### src/hw/tcep_pkg.sv
// Package with the register map, field positions and reset values of the channel enable and polarity block.
package tcep_pkg;

	// Register bus widths.
	localparam int ADDR_W = 8;
	localparam int DATA_W = 16;

	// Byte offset of the channel enable and polarity register.
	localparam logic [7:0] CCEP_OFS = 8'h20;

	// Reset value of the register and of the preloaded complementary polarity bits.
	localparam logic [15:0] CCEP_RST = 16'h0000;
	localparam logic [2:0]  COMP_PRE_RST = 3'h0;

	// Bits stored straight from a write, and the complementary polarity bits.
	localparam logic [15:0] DIRECT_MASK = 16'h3777;
	localparam logic [15:0] COMP_POL_MASK = 16'h0888;
	localparam logic [15:0] READ_MASK = 16'h3fff;

	// Field positions of channel one; channels two and three sit CH_STRIDE and 2*CH_STRIDE higher.
	localparam int CH_STRIDE = 4;
	localparam int EN_BIT = 0;
	localparam int POL_BIT = 1;
	localparam int COMP_EN_BIT = 2;
	localparam int COMP_POL_BIT = 3;

	// Channel four fields.
	localparam int CH4_EN_BIT = 12;
	localparam int CH4_POL_BIT = 13;

	// Lock level from which the complementary polarity bits are write protected.
	localparam logic [1:0] LOCK_PROTECT = 2'h2;

endpackage : tcep_pkg
### src/hw/tcep_ctrl.sv
// Capture/compare channel enable and polarity control for four timer channels.
`timescale 1ns/1ns
module tcep_ctrl
(
	input  wire logic                        clock,
	input  wire logic                        rst,
	input  wire logic [tcep_pkg::ADDR_W-1:0] addr,
	input  wire logic [tcep_pkg::DATA_W-1:0] wdata,
	input  wire logic                        wr,
	input  wire logic                        rd,
	output logic      [tcep_pkg::DATA_W-1:0] rdata,
	input  wire logic [1:0]                  lock_level,
	input  wire logic                        compare_ctl_preload_enable,
	input  wire logic                        commutation,
	input  wire logic [3:0]                  ch_is_input,
	input  wire logic [3:0]                  filtered_input_one,
	input  wire logic [3:0]                  filtered_input_two,
	output logic                             ch1_enable,
	output logic                             ch1_polarity,
	output logic                             ch1_comp_out_enable,
	output logic                             ch1_comp_polarity,
	output logic                             ch2_enable,
	output logic                             ch2_polarity,
	output logic                             ch2_comp_out_enable,
	output logic                             ch2_comp_polarity,
	output logic                             ch3_enable,
	output logic                             ch3_polarity,
	output logic                             ch3_comp_out_enable,
	output logic                             ch3_comp_polarity,
	output logic                             ch4_enable,
	output logic                             ch4_polarity,
	output logic      [3:0]                  main_out_enable,
	output logic      [2:0]                  comp_out_enable,
	output logic      [3:0]                  polar_level_one,
	output logic      [3:0]                  polar_level_two,
	output logic      [3:0]                  capture_req
);

	////////////////////////////////////////////////////////////////////////////////
	// Register storage and write decode.

	logic [15:0] ccep_r;
	logic [15:0] ccep_nxt;
	logic [2:0]  comp_pre_r;
	logic [2:0]  comp_pre_nxt;
	logic [2:0]  comp_act_nxt;
	logic [2:0]  comp_act;
	logic [2:0]  comp_wdata;
	logic [15:0] rdata_nxt;
	logic        wr_hit;
	logic        rd_hit;
	logic        locked;
	logic        comp_wr_ok;
	logic [3:0]  ch_en;
	logic [3:0]  ch_pol;
	logic [3:0]  ch_comp_pol;
	logic [3:0]  edge_one;
	logic [3:0]  edge_two;

	// Address decode of the single register.
	assign wr_hit = wr && (addr == tcep_pkg::CCEP_OFS);
	assign rd_hit = rd && (addr == tcep_pkg::CCEP_OFS);

	// Complementary polarity writes are dropped under the higher lock levels.
	assign locked = (lock_level >= tcep_pkg::LOCK_PROTECT);
	assign comp_wr_ok = wr_hit && !locked;

	// Complementary polarity bits of the write, channel one in bit 0.
	assign comp_wdata = {wdata[tcep_pkg::COMP_POL_BIT + 2*tcep_pkg::CH_STRIDE],
		wdata[tcep_pkg::COMP_POL_BIT + tcep_pkg::CH_STRIDE],
		wdata[tcep_pkg::COMP_POL_BIT]};

	// Active complementary polarity bits as stored in the register.
	assign comp_act = {ccep_r[tcep_pkg::COMP_POL_BIT + 2*tcep_pkg::CH_STRIDE],
		ccep_r[tcep_pkg::COMP_POL_BIT + tcep_pkg::CH_STRIDE],
		ccep_r[tcep_pkg::COMP_POL_BIT]};

	// The preload copy always takes an allowed write.
	assign comp_pre_nxt = comp_wr_ok ? comp_wdata : comp_pre_r;

	// With preload on, the active bits follow the preload copy only on commutation.
	assign comp_act_nxt = compare_ctl_preload_enable ? (commutation ? comp_pre_nxt : comp_act)
		: (comp_wr_ok ? comp_wdata : comp_act);

	// Next register value: ordinary bits straight from a write, reserved bits held at zero.
	assign ccep_nxt = ((wr_hit ? wdata : ccep_r) & tcep_pkg::DIRECT_MASK)
		| ({4'h0, comp_act_nxt[2], 3'h0, comp_act_nxt[1], 3'h0, comp_act_nxt[0], 3'h0}
		& tcep_pkg::COMP_POL_MASK);

	// Read data for the cycle after a read strobe, zero otherwise and for other addresses.
	assign rdata_nxt = rd_hit ? (ccep_r & tcep_pkg::READ_MASK) : 16'h0000;

	// Register, preload copy and read data flops.
	always_ff @(posedge clock or posedge rst)
	begin
		if (rst)
		begin
			ccep_r <= tcep_pkg::CCEP_RST;
			comp_pre_r <= tcep_pkg::COMP_PRE_RST;
			rdata <= 16'h0000;
		end
		else
		begin
			ccep_r <= ccep_nxt;
			comp_pre_r <= comp_pre_nxt;
			rdata <= rdata_nxt;
		end
	end

	////////////////////////////////////////////////////////////////////////////////
	// Field outputs.

	// Channel one fields.
	assign ch1_enable = ccep_r[tcep_pkg::EN_BIT];
	assign ch1_polarity = ccep_r[tcep_pkg::POL_BIT];
	assign ch1_comp_out_enable = ccep_r[tcep_pkg::COMP_EN_BIT];
	assign ch1_comp_polarity = ccep_r[tcep_pkg::COMP_POL_BIT];

	// Channel two fields.
	assign ch2_enable = ccep_r[tcep_pkg::EN_BIT + tcep_pkg::CH_STRIDE];
	assign ch2_polarity = ccep_r[tcep_pkg::POL_BIT + tcep_pkg::CH_STRIDE];
	assign ch2_comp_out_enable = ccep_r[tcep_pkg::COMP_EN_BIT + tcep_pkg::CH_STRIDE];
	assign ch2_comp_polarity = ccep_r[tcep_pkg::COMP_POL_BIT + tcep_pkg::CH_STRIDE];

	// Channel three fields.
	assign ch3_enable = ccep_r[tcep_pkg::EN_BIT + 2*tcep_pkg::CH_STRIDE];
	assign ch3_polarity = ccep_r[tcep_pkg::POL_BIT + 2*tcep_pkg::CH_STRIDE];
	assign ch3_comp_out_enable = ccep_r[tcep_pkg::COMP_EN_BIT + 2*tcep_pkg::CH_STRIDE];
	assign ch3_comp_polarity = ccep_r[tcep_pkg::COMP_POL_BIT + 2*tcep_pkg::CH_STRIDE];

	// Channel four fields, with no complementary controls.
	assign ch4_enable = ccep_r[tcep_pkg::CH4_EN_BIT];
	assign ch4_polarity = ccep_r[tcep_pkg::CH4_POL_BIT];

	// Per-channel vectors; channel four has no complementary polarity.
	assign ch_en = {ch4_enable, ch3_enable, ch2_enable, ch1_enable};
	assign ch_pol = {ch4_polarity, ch3_polarity, ch2_polarity, ch1_polarity};
	assign ch_comp_pol = {1'b0, ch3_comp_polarity, ch2_comp_polarity, ch1_comp_polarity};

	// Output enables apply only to channels in output mode.
	assign main_out_enable = ch_en & ~ch_is_input;
	assign comp_out_enable = {ch3_comp_out_enable, ch2_comp_out_enable, ch1_comp_out_enable}
		& ~ch_is_input[2:0];

	////////////////////////////////////////////////////////////////////////////////
	// Input polarity and capture edge selection.

	// Both filtered inputs of a channel share that channel's polarity pair.
	generate
		for (genvar ch = 0; ch < 4; ch++)
		begin : g_ch
			tcep_edge_sel u_one
			(
				.clock     (clock),
				.rst       (rst),
				.sig_in    (filtered_input_one[ch]),
				.pol       (ch_pol[ch]),
				.comp_pol  (ch_comp_pol[ch]),
				.level_out (polar_level_one[ch]),
				.edge_out  (edge_one[ch])
			);
			tcep_edge_sel u_two
			(
				.clock     (clock),
				.rst       (rst),
				.sig_in    (filtered_input_two[ch]),
				.pol       (ch_pol[ch]),
				.comp_pol  (ch_comp_pol[ch]),
				.level_out (polar_level_two[ch]),
				.edge_out  (edge_two[ch])
			);
		end
	endgenerate

	// A capture is requested only by an input channel whose enable permits it.
	assign capture_req = edge_one & ch_en & ch_is_input;
endmodule : tcep_ctrl

### src/hw/tcep_edge_sel.sv
// Polarity and capture edge selection for one filtered input of one channel.
`timescale 1ns/1ns
module tcep_edge_sel
(
	input  wire logic clock,
	input  wire logic rst,
	input  wire logic sig_in,
	input  wire logic pol,
	input  wire logic comp_pol,
	output logic      level_out,
	output logic      edge_out
);

	logic prev_r;
	logic invert;
	logic rise;
	logic fall;
	logic edge_nxt;

	// Only the pair 01 inverts; 11 stays non-inverted and takes both edges.
	assign invert = pol & ~comp_pol;
	assign rise = sig_in & ~prev_r;
	assign fall = ~sig_in & prev_r;
	// Pair 00 and the unused pair 10 capture on rising edges.
	assign edge_nxt = (pol & comp_pol) ? (rise | fall) : (invert ? fall : rise);

	// Previous input level plus registered polarised level and edge pulse.
	always_ff @(posedge clock or posedge rst)
	begin
		if (rst)
		begin
			prev_r <= 1'b0;
			level_out <= 1'b0;
			edge_out <= 1'b0;
		end
		else
		begin
			prev_r <= sig_in;
			level_out <= sig_in ^ invert;
			edge_out <= edge_nxt;
		end
	end
endmodule : tcep_edge_sel

### config.mk
export PLATFORM = sky130hd
export DESIGN_NAME = tcep_ctrl
export DESIGN_NICKNAME = d
export VERILOG_FILES = /design/src/hw/tcep_pkg.sv /design/src/hw/tcep_ctrl.sv /design/src/hw/tcep_edge_sel.sv
export SDC_FILE = /design/constraint.sdc
export NUM_CORES = 1
export LEC_CHECK = 0
export ABC_AREA = 1
export BUFFER_PORTS_ARGS = -buffer_cell sky130_fd_sc_hd__clkbuf_2
export CAP_MARGIN = 40
export CORE_MARGIN = 5
export CORE_UTILIZATION = 48
export CTS_BUF_LIST = sky130_fd_sc_hd__clkbuf_4
export CTS_CLUSTER_DIAMETER = 40
export DETAILED_ROUTE_END_ITERATION = 8
export MAX_ROUTING_LAYER = met4
export PLACE_DENSITY = 0.83
export REMOVE_ABC_BUFFERS = 1
export SLEW_MARGIN = 20
export SYNTH_ARGS = -nofsm -noshare
export SYNTH_HDL_FRONTEND = slang
export SYNTH_SLANG_ARGS = --single-unit
### constraint.sdc
create_clock -name clock -period 4.65 [get_ports clock]
set_clock_uncertainty 0.1 [all_clocks]
set_input_delay 0.93 -clock clock [delete_from_list [all_inputs] [get_ports clock]]
set_output_delay 0.93 -clock clock [all_outputs]
set_load 0.02 [all_outputs]
==> results.cfg, run 1 <==
[cts]
cts.reportedPaths.clkPinSlew_ns = 0.12
cts-buffers-inserted = 5
cts_sinks = 47
post-cts-setup-buffer-count = 0
cts_resized = 0
postCtsHoldBufs = 0
clock_tree.root_cell = sky130_fd_sc_hd__clkbuf_4
insertion_delay_ns = 0.34
max_clock_buf_depth = 2
htree_num_levels = 2
tritoncts_clock_tree = built

[worst_hold_path]
hold-path-cell-count = 2
hold_class = reg -> reg
hold_end = comp_pre_r[2]
holdCritStartpoint = comp_pre_r[2]

[routing]
drc = 0
first_iter_violations = 46
drtPass1Iterations = 4
wl_per_cell_um = 11.8
detailroute.via_count = 1508
antenna_left = 0
drt_wl_total_um = 3890
route.detailed.vias_per_inst = 4.58

[timing]
drv_slew = 0
slew_headroom_pct = 64.0
fin_crit_sh_pct = 51.4
fin_tns_setup_ns = 0
unrepaired_setup_endpoints_after_global_routing = false
post-route-min-period_ns = 2.39
tightestPinTransition_ns = 0.539
finalHoldViolations = 0
clock.fmax_mhz = 418
finalSetupViolations = 0

[outcome]
status = completed

[yosys]
synthCells = 195
yosysUniqueCellTypes = 24
warnings_synthesis = 0
post_synth_instance_area_um2 = 2030
seq_area_frac_synth_pct = 58.0
postSynthAreaPerCell_um2 = 10.4
synth_seq_cells = 47

[grt]
grt_usage_pct = 15.4
grt.overflow.total = 0
grt-busiest-layer = met2
use_met3_pct = 4.01
globalRouteMet1Util_pct = 18.2
grt_antenna_before_repair = 0
global_route.usage.met2_pct = 25.8
wire_length_of_the_first_global_routing_pass_um = 6460
first_global_vias = 1499
grt_max_degree = 25

[setup_path]
worst-r2r-cell-count = 2
depth_of_the_critical_timing_path_with_buffers_and_inverters_included = 3
critical-path-top-cell-by-count = sky130_fd_sc_hd__clkbuf_2
worst_setup_path_start_kind = input port
timing.critical_path.slowest_cell_delay_ns = 0.17
path_buf_inv = 2
cp_cell_sequence = clkbuf_2 > and3_1 > clkbuf_2
cp_slowest_cell = sky130_fd_sc_hd__and3_1
cp_data_required_time_ns = 3.62
cp_data_arrival_time_ns = 1.36
crit-reg2reg-launch = g_ch[2].u_one.prev_r
reg2reg_slack_ns = 3.44
critical_path_class = in -> out
worstReg2RegEnd = g_ch[2].u_one.edge_out
critical_path.max_fanout = 3
critical-path-top-delay-family = buffers and inverters
critical_path.endpoint_type = output pin

[floorplanning]
die_w_um = 75.0
floorplan.die.height_um = 75.0
number_of_cell_rows = 23
floorplan.initialDensity_pct = 50.0
coreArea_um2 = 4060
num_io_pins = 93
fp.dieArea_um2 = 5620

[pwr]
peakVddDrop_uv = 122
static-leakage-power_nw = 1.50
pwr_density_cell_nw_per_um2 = 293

[run]
max_cap_viol_count = 0

[placement]
finalWeightedCongestion = 0.802
io_buffers = 87
hpwl_um = 3090

[final_layout]
seq_area_um2 = 1180
ant_diodes = 0
postLayoutCoreUtil_pct = 61.7
multi_input_gate_area_in_the_final_layout_um2 = 652
post_route_cells_drive_above_1_share_pct = 42.3
layout.nets = 328
fillerInstances = 348
synthesis_to_layout_area_growth_pct = 23.6
[routing by layer]
metal / vias to the layer above / share of wire, %
met5: - / 0
met4: 0 / 1.0
met3: 4 / 9.3
met2: 59 / 49
met1: 690 / 40
li1: 755 / -
[worst reg2reg max path, cell delays in order (launching register included)]
cell                       delay, ns
sky130_fd_sc_hd__dfrtp_1        0.40
sky130_fd_sc_hd__ha_1           0.27
sky130_fd_sc_hd__o311ai_0       0.33
[synthesized netlist by cell type, drive strengths merged]
cell | number | area, um^2
nand2 | 26 | 113
xnor2 | 2 | 17.5
nand4 | 4 | 31.3
inv | 25 | 93.8
buf | 13 | 109
nor2 | 39 | 170
nand3 | 5 | 30.0
xor2 | 5 | 43.8
o311ai | 1 | 8.76
conb | 1 | 3.75
ha | 6 | 75.1
o21a | 2 | 15.0
and3 | 3 | 18.8
a21oi | 13 | 106
dfrtp | 47 | 1180
o21ai | 3 | 15.0
[worst max-delay path by stage]
stage	from	end	slack [ns]
after detailed placement	ch_is_input[0]	capture_req[0]	2.26
after global placement	ch_is_input[0]	capture_req[0]	2.26
after CTS	ch_is_input[0]	capture_req[0]	2.26
after global routing	ch_is_input[0]	comp_out_enable[0]	2.22
final	ch_is_input[0]	capture_req[0]	2.26
after floorplan	ch_is_input[2]	capture_req[2]	2.37
[layout by cell type, fill, tap and decap left out, drive strengths merged]
cell type / n
a21oi: 13
o311ai: 1
nand2: 26
o21a: 2
xnor2: 2
conb: 2
o21ai: 3
and3: 3
nor2: 39
ha: 6
dfrtp: 47
inv: 25
clkinv: 1
nand4: 4
xor2: 5
nand3: 5
buf: 1
clkbuf: 94
[metrics by stage]
stage               cells  hold slack (ns)  setup WS (ns)  power, mW  cell area [um^2]
global placement      320            0.349           2.26      0.549              2420
CTS                   329            0.388           2.26      0.745              2500
global route          329            0.425           2.22      0.775              2500
detailed placement    321            0.357           2.26      0.555              2450
floorplan             183            0.336           2.37      0.507              1920
finish                329            0.381           2.26      0.735              2500
[where the power goes]
part	internal (mW)	leakage [nW]	total (mW)	switching, mW
clock network	0.0708	0.0361	0.190	0.119
logic	0.0416	0.899	0.110	0.0683
registers	0.427	0.570	0.434	0.00768
[cell families (layout without fill, tap and decap cells)]
kind of cell	Yosys count	after routing	share of synthesized area [%]
buffers and inverters	38	121	10.0
xor gates and xnor gates	7	7	3.02
other	1	2	0.185
DFF	47	47	58.0
adders and majority gates	6	6	3.70
and+or+nand+nor	77	77	17.9
AOI/OAI and AO/OA	19	19	7.16
[final cells by class]
class | count | share of cell area (%)
Inverter | 25 | 3.75
Clock inverter | 1 | 0.200
Sequential cell | 47 | 47.0
Clock buffer | 7 | 2.10
Tap cell | 50 | 2.50
Multi-Input combinational cell | 111 | 26.0
Timing Repair Buffer | 88 | 18.5
(Power assumes the default switching activity.)
==> run 2, diff against run 1 <==
Settings changed: ABC_AREA 1 to 0, PLACE_DENSITY 0.83 to 0.82.
Clock period 4.65 ns to 2.2 ns, I/O delays scaled along.
==> run 2 against run 1 <==
Against the previous run: synthesized area up 3.5%; setup slack worse by 1.7 ns; final cell count down 9.1%; clock power rose to 3.3 times the previous value; register-to-register slack worse by 2.5 ns; wire length up 9.2%; combinational power up 100%; sequential share of layout area down 2.5 points; design area up 5.7%; count of clock-buffer cells in the layout down 1; utilization down 0.078 points; worst hold slack worse by 0.25 ns; largest cell class unchanged.
==> results.cfg, run 2 <==
[outcome]
status = completed

[cts]
post-cts-setup-buffer-count = 0
cts.reportedPaths.clkPinSlew_ns = 0.14
cts_resized = 0
postCtsHoldBufs = 1
clock_tree.root_cell = sky130_fd_sc_hd__clkbuf_4
max_clock_buf_depth = 2
tritoncts_clock_tree = built
cts-buffers-inserted = 5
htree_num_levels = 2
cts_sinks = 47
insertion_delay_ns = 0.35

[pwr]
p_int_mw = 1.37
peakVddDrop_uv = 381
power_mw = 1.78
switching_share_pct = 23.3
static-leakage-power_nw = 1.51
power_share_of_the_clock_group_pct = 35.2
share_seq_of_total_power_pct = 52.3
combPwrFrac_pct = 12.5
netSwitchingPower_mw = 0.414
pwr_density_cell_nw_per_um2 = 672

[timing]
layout_setup_ws_ns = 0.539
final.hold.worst_slack_ns = 0.135
fin_crit_sh_pct = 75.5
post-route-min-period_ns = 1.66
clock.fmax_mhz = 602
drv_slew = 0
finalSetupViolations = 0
fin_tns_setup_ns = 0
unrepaired_setup_endpoints_after_global_routing = false
finalHoldViolations = 0

[setup_path]
path_buf_inv = 1
critical_path_class = reg -> out
reg2reg_slack_ns = 0.98
worst_setup_path_start_kind = flop
critical-path-top-delay-family = flip-flops
cp_data_arrival_time_ns = 1.12
cp_data_required_time_ns = 1.66
cp_slowest_cell = sky130_fd_sc_hd__dfrtp_1
critical_path.max_fanout = 5
cp_cell_sequence = and3_1 > clkbuf_2
timing.critical_path.slowest_cell_delay_ns = 0.43
crit-reg2reg-launch = g_ch[1].u_one.prev_r
worstReg2RegEnd = g_ch[1].u_one.edge_out
worst-r2r-cell-count = 3
critical_path.endpoint_type = output pin

[floorplanning]
number_of_cell_rows = 24
die_w_um = 76.1
fp.dieArea_um2 = 5790
floorplan.die.height_um = 76.1
floorplan.initialDensity_pct = 48.8
num_io_pins = 93
coreArea_um2 = 4290

[final_layout]
post_route_cells_drive_above_1_share_pct = 48.6
layout.nets = 296
most-common-layout-cells = sky130_fd_sc_hd__clkbuf_2 (87), sky130_fd_sc_hd__dfrtp_1 (47), sky130_fd_sc_hd__and2_1 (14)
layout.cells.non_filler = 299
fillerInstances = 364
synthesis_to_layout_area_growth_pct = 26.3
ant_diodes = 0
layout_commonest_cell = sky130_fd_sc_hd__clkbuf_2

[yosys]
yosys-top-cells-area = sky130_fd_sc_hd__dfrtp_1 (56%), sky130_fd_sc_hd__mux2_4 (7.2%), sky130_fd_sc_hd__and2_1 (4.2%), sky130_fd_sc_hd__buf_4 (3.6%), sky130_fd_sc_hd__ha_1 (3.6%)
post_synth_instance_area_um2 = 2100
yosysUniqueCellTypes = 30
asyncSetResetFlopFracSynth_pct = 100
synth.most_common_cell = sky130_fd_sc_hd__dfrtp_1
postSynthAreaPerCell_um2 = 13.2
synthCells = 159
yosysTopAreaCellShare_pct = 56.1
synth_top_cells_by_count = sky130_fd_sc_hd__dfrtp_1 (47), sky130_fd_sc_hd__and2_1 (14), sky130_fd_sc_hd__inv_1 (11), sky130_fd_sc_hd__buf_4 (10), sky130_fd_sc_hd__mux2_4 (10)
seq_area_frac_synth_pct = 56.1
warnings_synthesis = 0
yosys_top_cell_by_area = sky130_fd_sc_hd__dfrtp_1
synth_seq_cells = 47
synth-main-ff-cell = sky130_fd_sc_hd__dfrtp_1
synth_enable_flop_cells = 0

[placement]
hpwl_um = 3250
io_buffers = 87
finalWeightedCongestion = 0.795
placed_cells = 290
dp_slack_ns = 0.322

[routing]
route.detailed.vias_per_inst = 4.77
antenna_left = 0
wl_per_cell_um = 14.2
drc = 0
detailroute.via_count = 1427
drt_wl_total_um = 4250
first_iter_violations = 34
drtPass1Iterations = 4

[grt]
wire_length_of_the_first_global_routing_pass_um = 7420
grt.overflow.total = 0
grt_antenna_before_repair = 0
grt_usage_pct = 16.1
grt_max_degree = 24
first_global_vias = 1583

[run]
max_cap_viol_count = 0

[worst_hold_path]
hold-path-cell-count = 1
holdCritStartpoint = filtered_input_one[3]
hold_end = g_ch[3].u_one.prev_r
hold_class = in -> reg
-- run 2: cell types whose count changed after synthesis, moves of 5 or more --
| cell | before | now |
|---|---|---|
| sky130_fd_sc_hd__mux2_2 | 0 | 5 |
| sky130_fd_sc_hd__mux2_4 | 0 | 10 |
| sky130_fd_sc_hd__nand2_1 | 22 | 0 |
| sky130_fd_sc_hd__a21oi_2 | 11 | 0 |
| sky130_fd_sc_hd__nor2_1 | 35 | 5 |
| sky130_fd_sc_hd__inv_1 | 25 | 11 |
| sky130_fd_sc_hd__nand2b_1 | 0 | 5 |
| sky130_fd_sc_hd__nor2b_1 | 0 | 7 |
| sky130_fd_sc_hd__and2_1 | 0 | 14 |
-- run 2: logic make-up after synthesis --
family / count (synthesis) / share of synthesized area (%)
xor gates and xnor gates: 8 / 3.34
DFF: 47 / 56.1
and+or+nand+nor: 42 / 14.6
buffers and inverters: 23 / 6.32
other: 1 / 0.179
adders and majority gates: 6 / 3.58
AOI/OAI and AO/OA: 13 / 4.18
muxes: 19 / 11.8
-- run 2: layout make-up --
cell class	count	area (um^2)	share of cell area [%]
Clock buffer	6	45.0	1.70
Multi-Input combinational cell	90	792	29.9
Sequential cell	47	1180	44.4
Timing Repair Buffer	91	468	17.7
Clock inverter	2	60.1	2.27
Tap cell	52	65.1	2.46
Inverter	11	41.3	1.56
-- run 2: power by group through the flow --
stage	clock network, mW	registers [mW]	logic [mW]
CTS	0.647	0.932	0.227
detailed placement	0	0.949	0.224
floorplan	0	0.973	0.0926
finish	0.627	0.931	0.222
global route	0.683	0.938	0.246
global placement	0	0.947	0.218
-- run 2: how the worst max path moves through the flow --
stage / cells after the start / to / slack [ns] / from
detailed placement: 5 / flop / 0.32 / addr[7]
global placement: 5 / flop / 0.37 / addr[7]
global route: 2 / main_out_enable[1] / 0.44 / flop
finish: 2 / capture_req[1] / 0.54 / flop
CTS: 2 / capture_req[1] / 0.51 / flop
floorplan: 3 / flop / 0.44 / addr[3]
-- run 2: routing by layer --
metal / vias to the layer above / GRT usage (%) / routed length (um)
li1: 690 / - / -
met1: 665 / 18.3 / 1750
met2: 67 / 26.6 / 2040
met3: 5 / 5.20 / 392
met4: 0 / 5.24 / 63
met5: - / - / 0
-- run 2: per-stage QoR --
step                util (%)  cell area, um^2
floorplan                  -             2010
detailed placement      59.0             2530
global route            61.7             2650
finish                  61.7             2650
CTS                     61.7             2650
global placement        59.0             2530
-- run 2: worst reg2reg max path, delay by kind of cell (launching register included) --
kind,cells,cell delay [ns]
multiplexers,1,0.27
flip-flops,1,0.40
adder cells (fa/ha/maj),1,0.28
AO/OA/AOI/OAI,1,0.06
==> run 3, diff against run 2 <==
Clock period 2.2 ns to 1.57 ns, I/O delays scaled along.
==> run 3 against run 2 <==
Against the previous run: sequential share of layout area is 1.7 points lower; utilization is 2.4 points higher; register-to-register slack worse by 0.61 ns; clock power is 40% higher; wire length is 6.0% higher; first-iteration DRC count is 62% higher; critical path type unchanged; worst hold slack worse by 0.11 ns.
==> results.cfg, run 3 (synthesized netlist as in run 2, its figures left out) <==
[floorplanning]
die_w_um = 76.1
number_of_cell_rows = 24
fp.dieArea_um2 = 5790
num_io_pins = 93
floorplan.die.height_um = 76.1
coreArea_um2 = 4290
floorplan.initialDensity_pct = 48.8

[cts]
clock_tree.root_cell = sky130_fd_sc_hd__clkbuf_4
htree_num_levels = 2
insertion_delay_ns = 0.35
cts-buffers-inserted = 5
tritoncts_clock_tree = built
cts_sinks = 47
cts.reportedPaths.clkPinSlew_ns = 0.13
max_clock_buf_depth = 2

[pwr]
static-leakage-power_nw = 1.56
peakVddDrop_uv = 438
pwr_density_cell_nw_per_um2 = 914
power_mw = 2.51

[routing]
met3_wirelength_um = 384
drtPass1Iterations = 4
first_iter_violations = 55
route.detailed.vias_per_inst = 4.77
drt_wl_total_um = 4510
wl_per_cell_um = 14.8
wl_met1_um = 1830
detailroute.via_count = 1456
antenna_left = 0
met2_length_um = 2220
drc = 0
top_layer_used = met4

[timing]
layout_setup_ws_ns = 0.0409
clock.fmax_mhz = 654
drv_slew = 0
finalHoldViolations = 0
unrepaired_setup_endpoints_after_global_routing = true
post-route-min-period_ns = 1.53
finalSetupViolations = 0
fin_crit_sh_pct = 97.4

[placement]
hpwl_um = 3160
placed_cells = 289
dp_slack_ns = -0.160
dpl_cell_area_um2 = 2550
io_buffers = 87
finalWeightedCongestion = 0.740

[final_layout]
most-common-layout-cells = sky130_fd_sc_hd__clkbuf_2 (80), sky130_fd_sc_hd__dfrtp_1 (47), sky130_fd_sc_hd__and2_1 (14)
layout_commonest_cell = sky130_fd_sc_hd__clkbuf_2
layout.nets = 302
post_route_cells_drive_above_1_share_pct = 49.8
multi_input_gate_area_in_the_final_layout_um2 = 800
fillerInstances = 340
final_area_um2 = 2750
seq_area_um2 = 1180
synthesis_to_layout_area_growth_pct = 31.1
ant_diodes = 0
layout.cells.non_filler = 305

[worst_hold_path]
hold_class = in -> reg

[grt]
first_global_vias = 1494
grt_max_degree = 48
grt_usage_pct = 15.4
grt_antenna_before_repair = 0
grt.overflow.total = 0
wire_length_of_the_first_global_routing_pass_um = 7160

[run]
max_cap_viol_count = 0

[setup_path]
cp_data_arrival_time_ns = 1.12
reg2reg_slack_ns = 0.37
critical_path.max_fanout = 4
critical_path.endpoint_type = output pin
worst_setup_path_start_kind = flop
cp_data_required_time_ns = 1.16
critical_path_class = reg -> out

[outcome]
status = completed
## run 3: final timing paths
path,start,end,cells past startpoint
max,flop,main_out_enable[1],2
min,filtered_input_one[0],g_ch[0].u_one.prev_r,1
min in group asynchronous,rst,g_ch[0].u_one.edge_out,4
max reg2reg,g_ch[1].u_one.prev_r,g_ch[1].u_one.edge_out,3
min reg2reg,g_ch[3].u_one.prev_r,g_ch[3].u_one.edge_out,1
max in group asynchronous,rst,async pin,4
## run 3: final cells by class
cell class	count	area share (%)
clock buffers	6	1.64
clock inverters	2	2.18
inverters	11	1.50
multi-input cells	90	29.1
flip-flops and latches	47	42.8
well taps	52	2.37
repair buffers	97	20.5
## run 3: where the power goes
group / total (mW) / switching [mW] / internal [mW]
clock network: 0.880 / 0.366 / 0.514
logic: 0.332 / 0.178 / 0.154
registers: 1.30 / 0.0428 / 1.26
## run 3: what timing repair did
item / CTS / global route
pin swaps: 1 / 2
endpoints found under the hold margin: 48 / 1
hold buffers: 2 / 1
gates cloned: 0 / 0
setup endpoints to repair: 1 / 10
gates resized for setup: 3 / 12
setup buffers: 1 / 4
## run 3: through the flow
stage | hold WS (ns) | util (%) | TNS (ns)
6_report | 0.0246 | 64.0 | 0
5_1_grt | 0.00330 | 64.0 | -0.104
4_1_cts | 0.0000466 | 62.8 | -0.00246
3_5_place_dp | 0.260 | 59.4 | -1.81
3_3_place_gp | 0.254 | 59.4 | -1.51
2_1_floorplan | 0.245 | - | -0.738
## run 3: metal layers
metal / up-vias / track usage [%]
li1: 707 / -
met3: 5 / 5.08
met2: 72 / 24.7
met1: 672 / 18.0
met5: - / -
met4: 0 / 5.77
## run 3: worst max-delay path: stages (launching register included)
cell and delay (ns):
sky130_fd_sc_hd__dfrtp_1 0.44, sky130_fd_sc_hd__nor2b_2 0.17, sky130_fd_sc_hd__buf_4 0.15
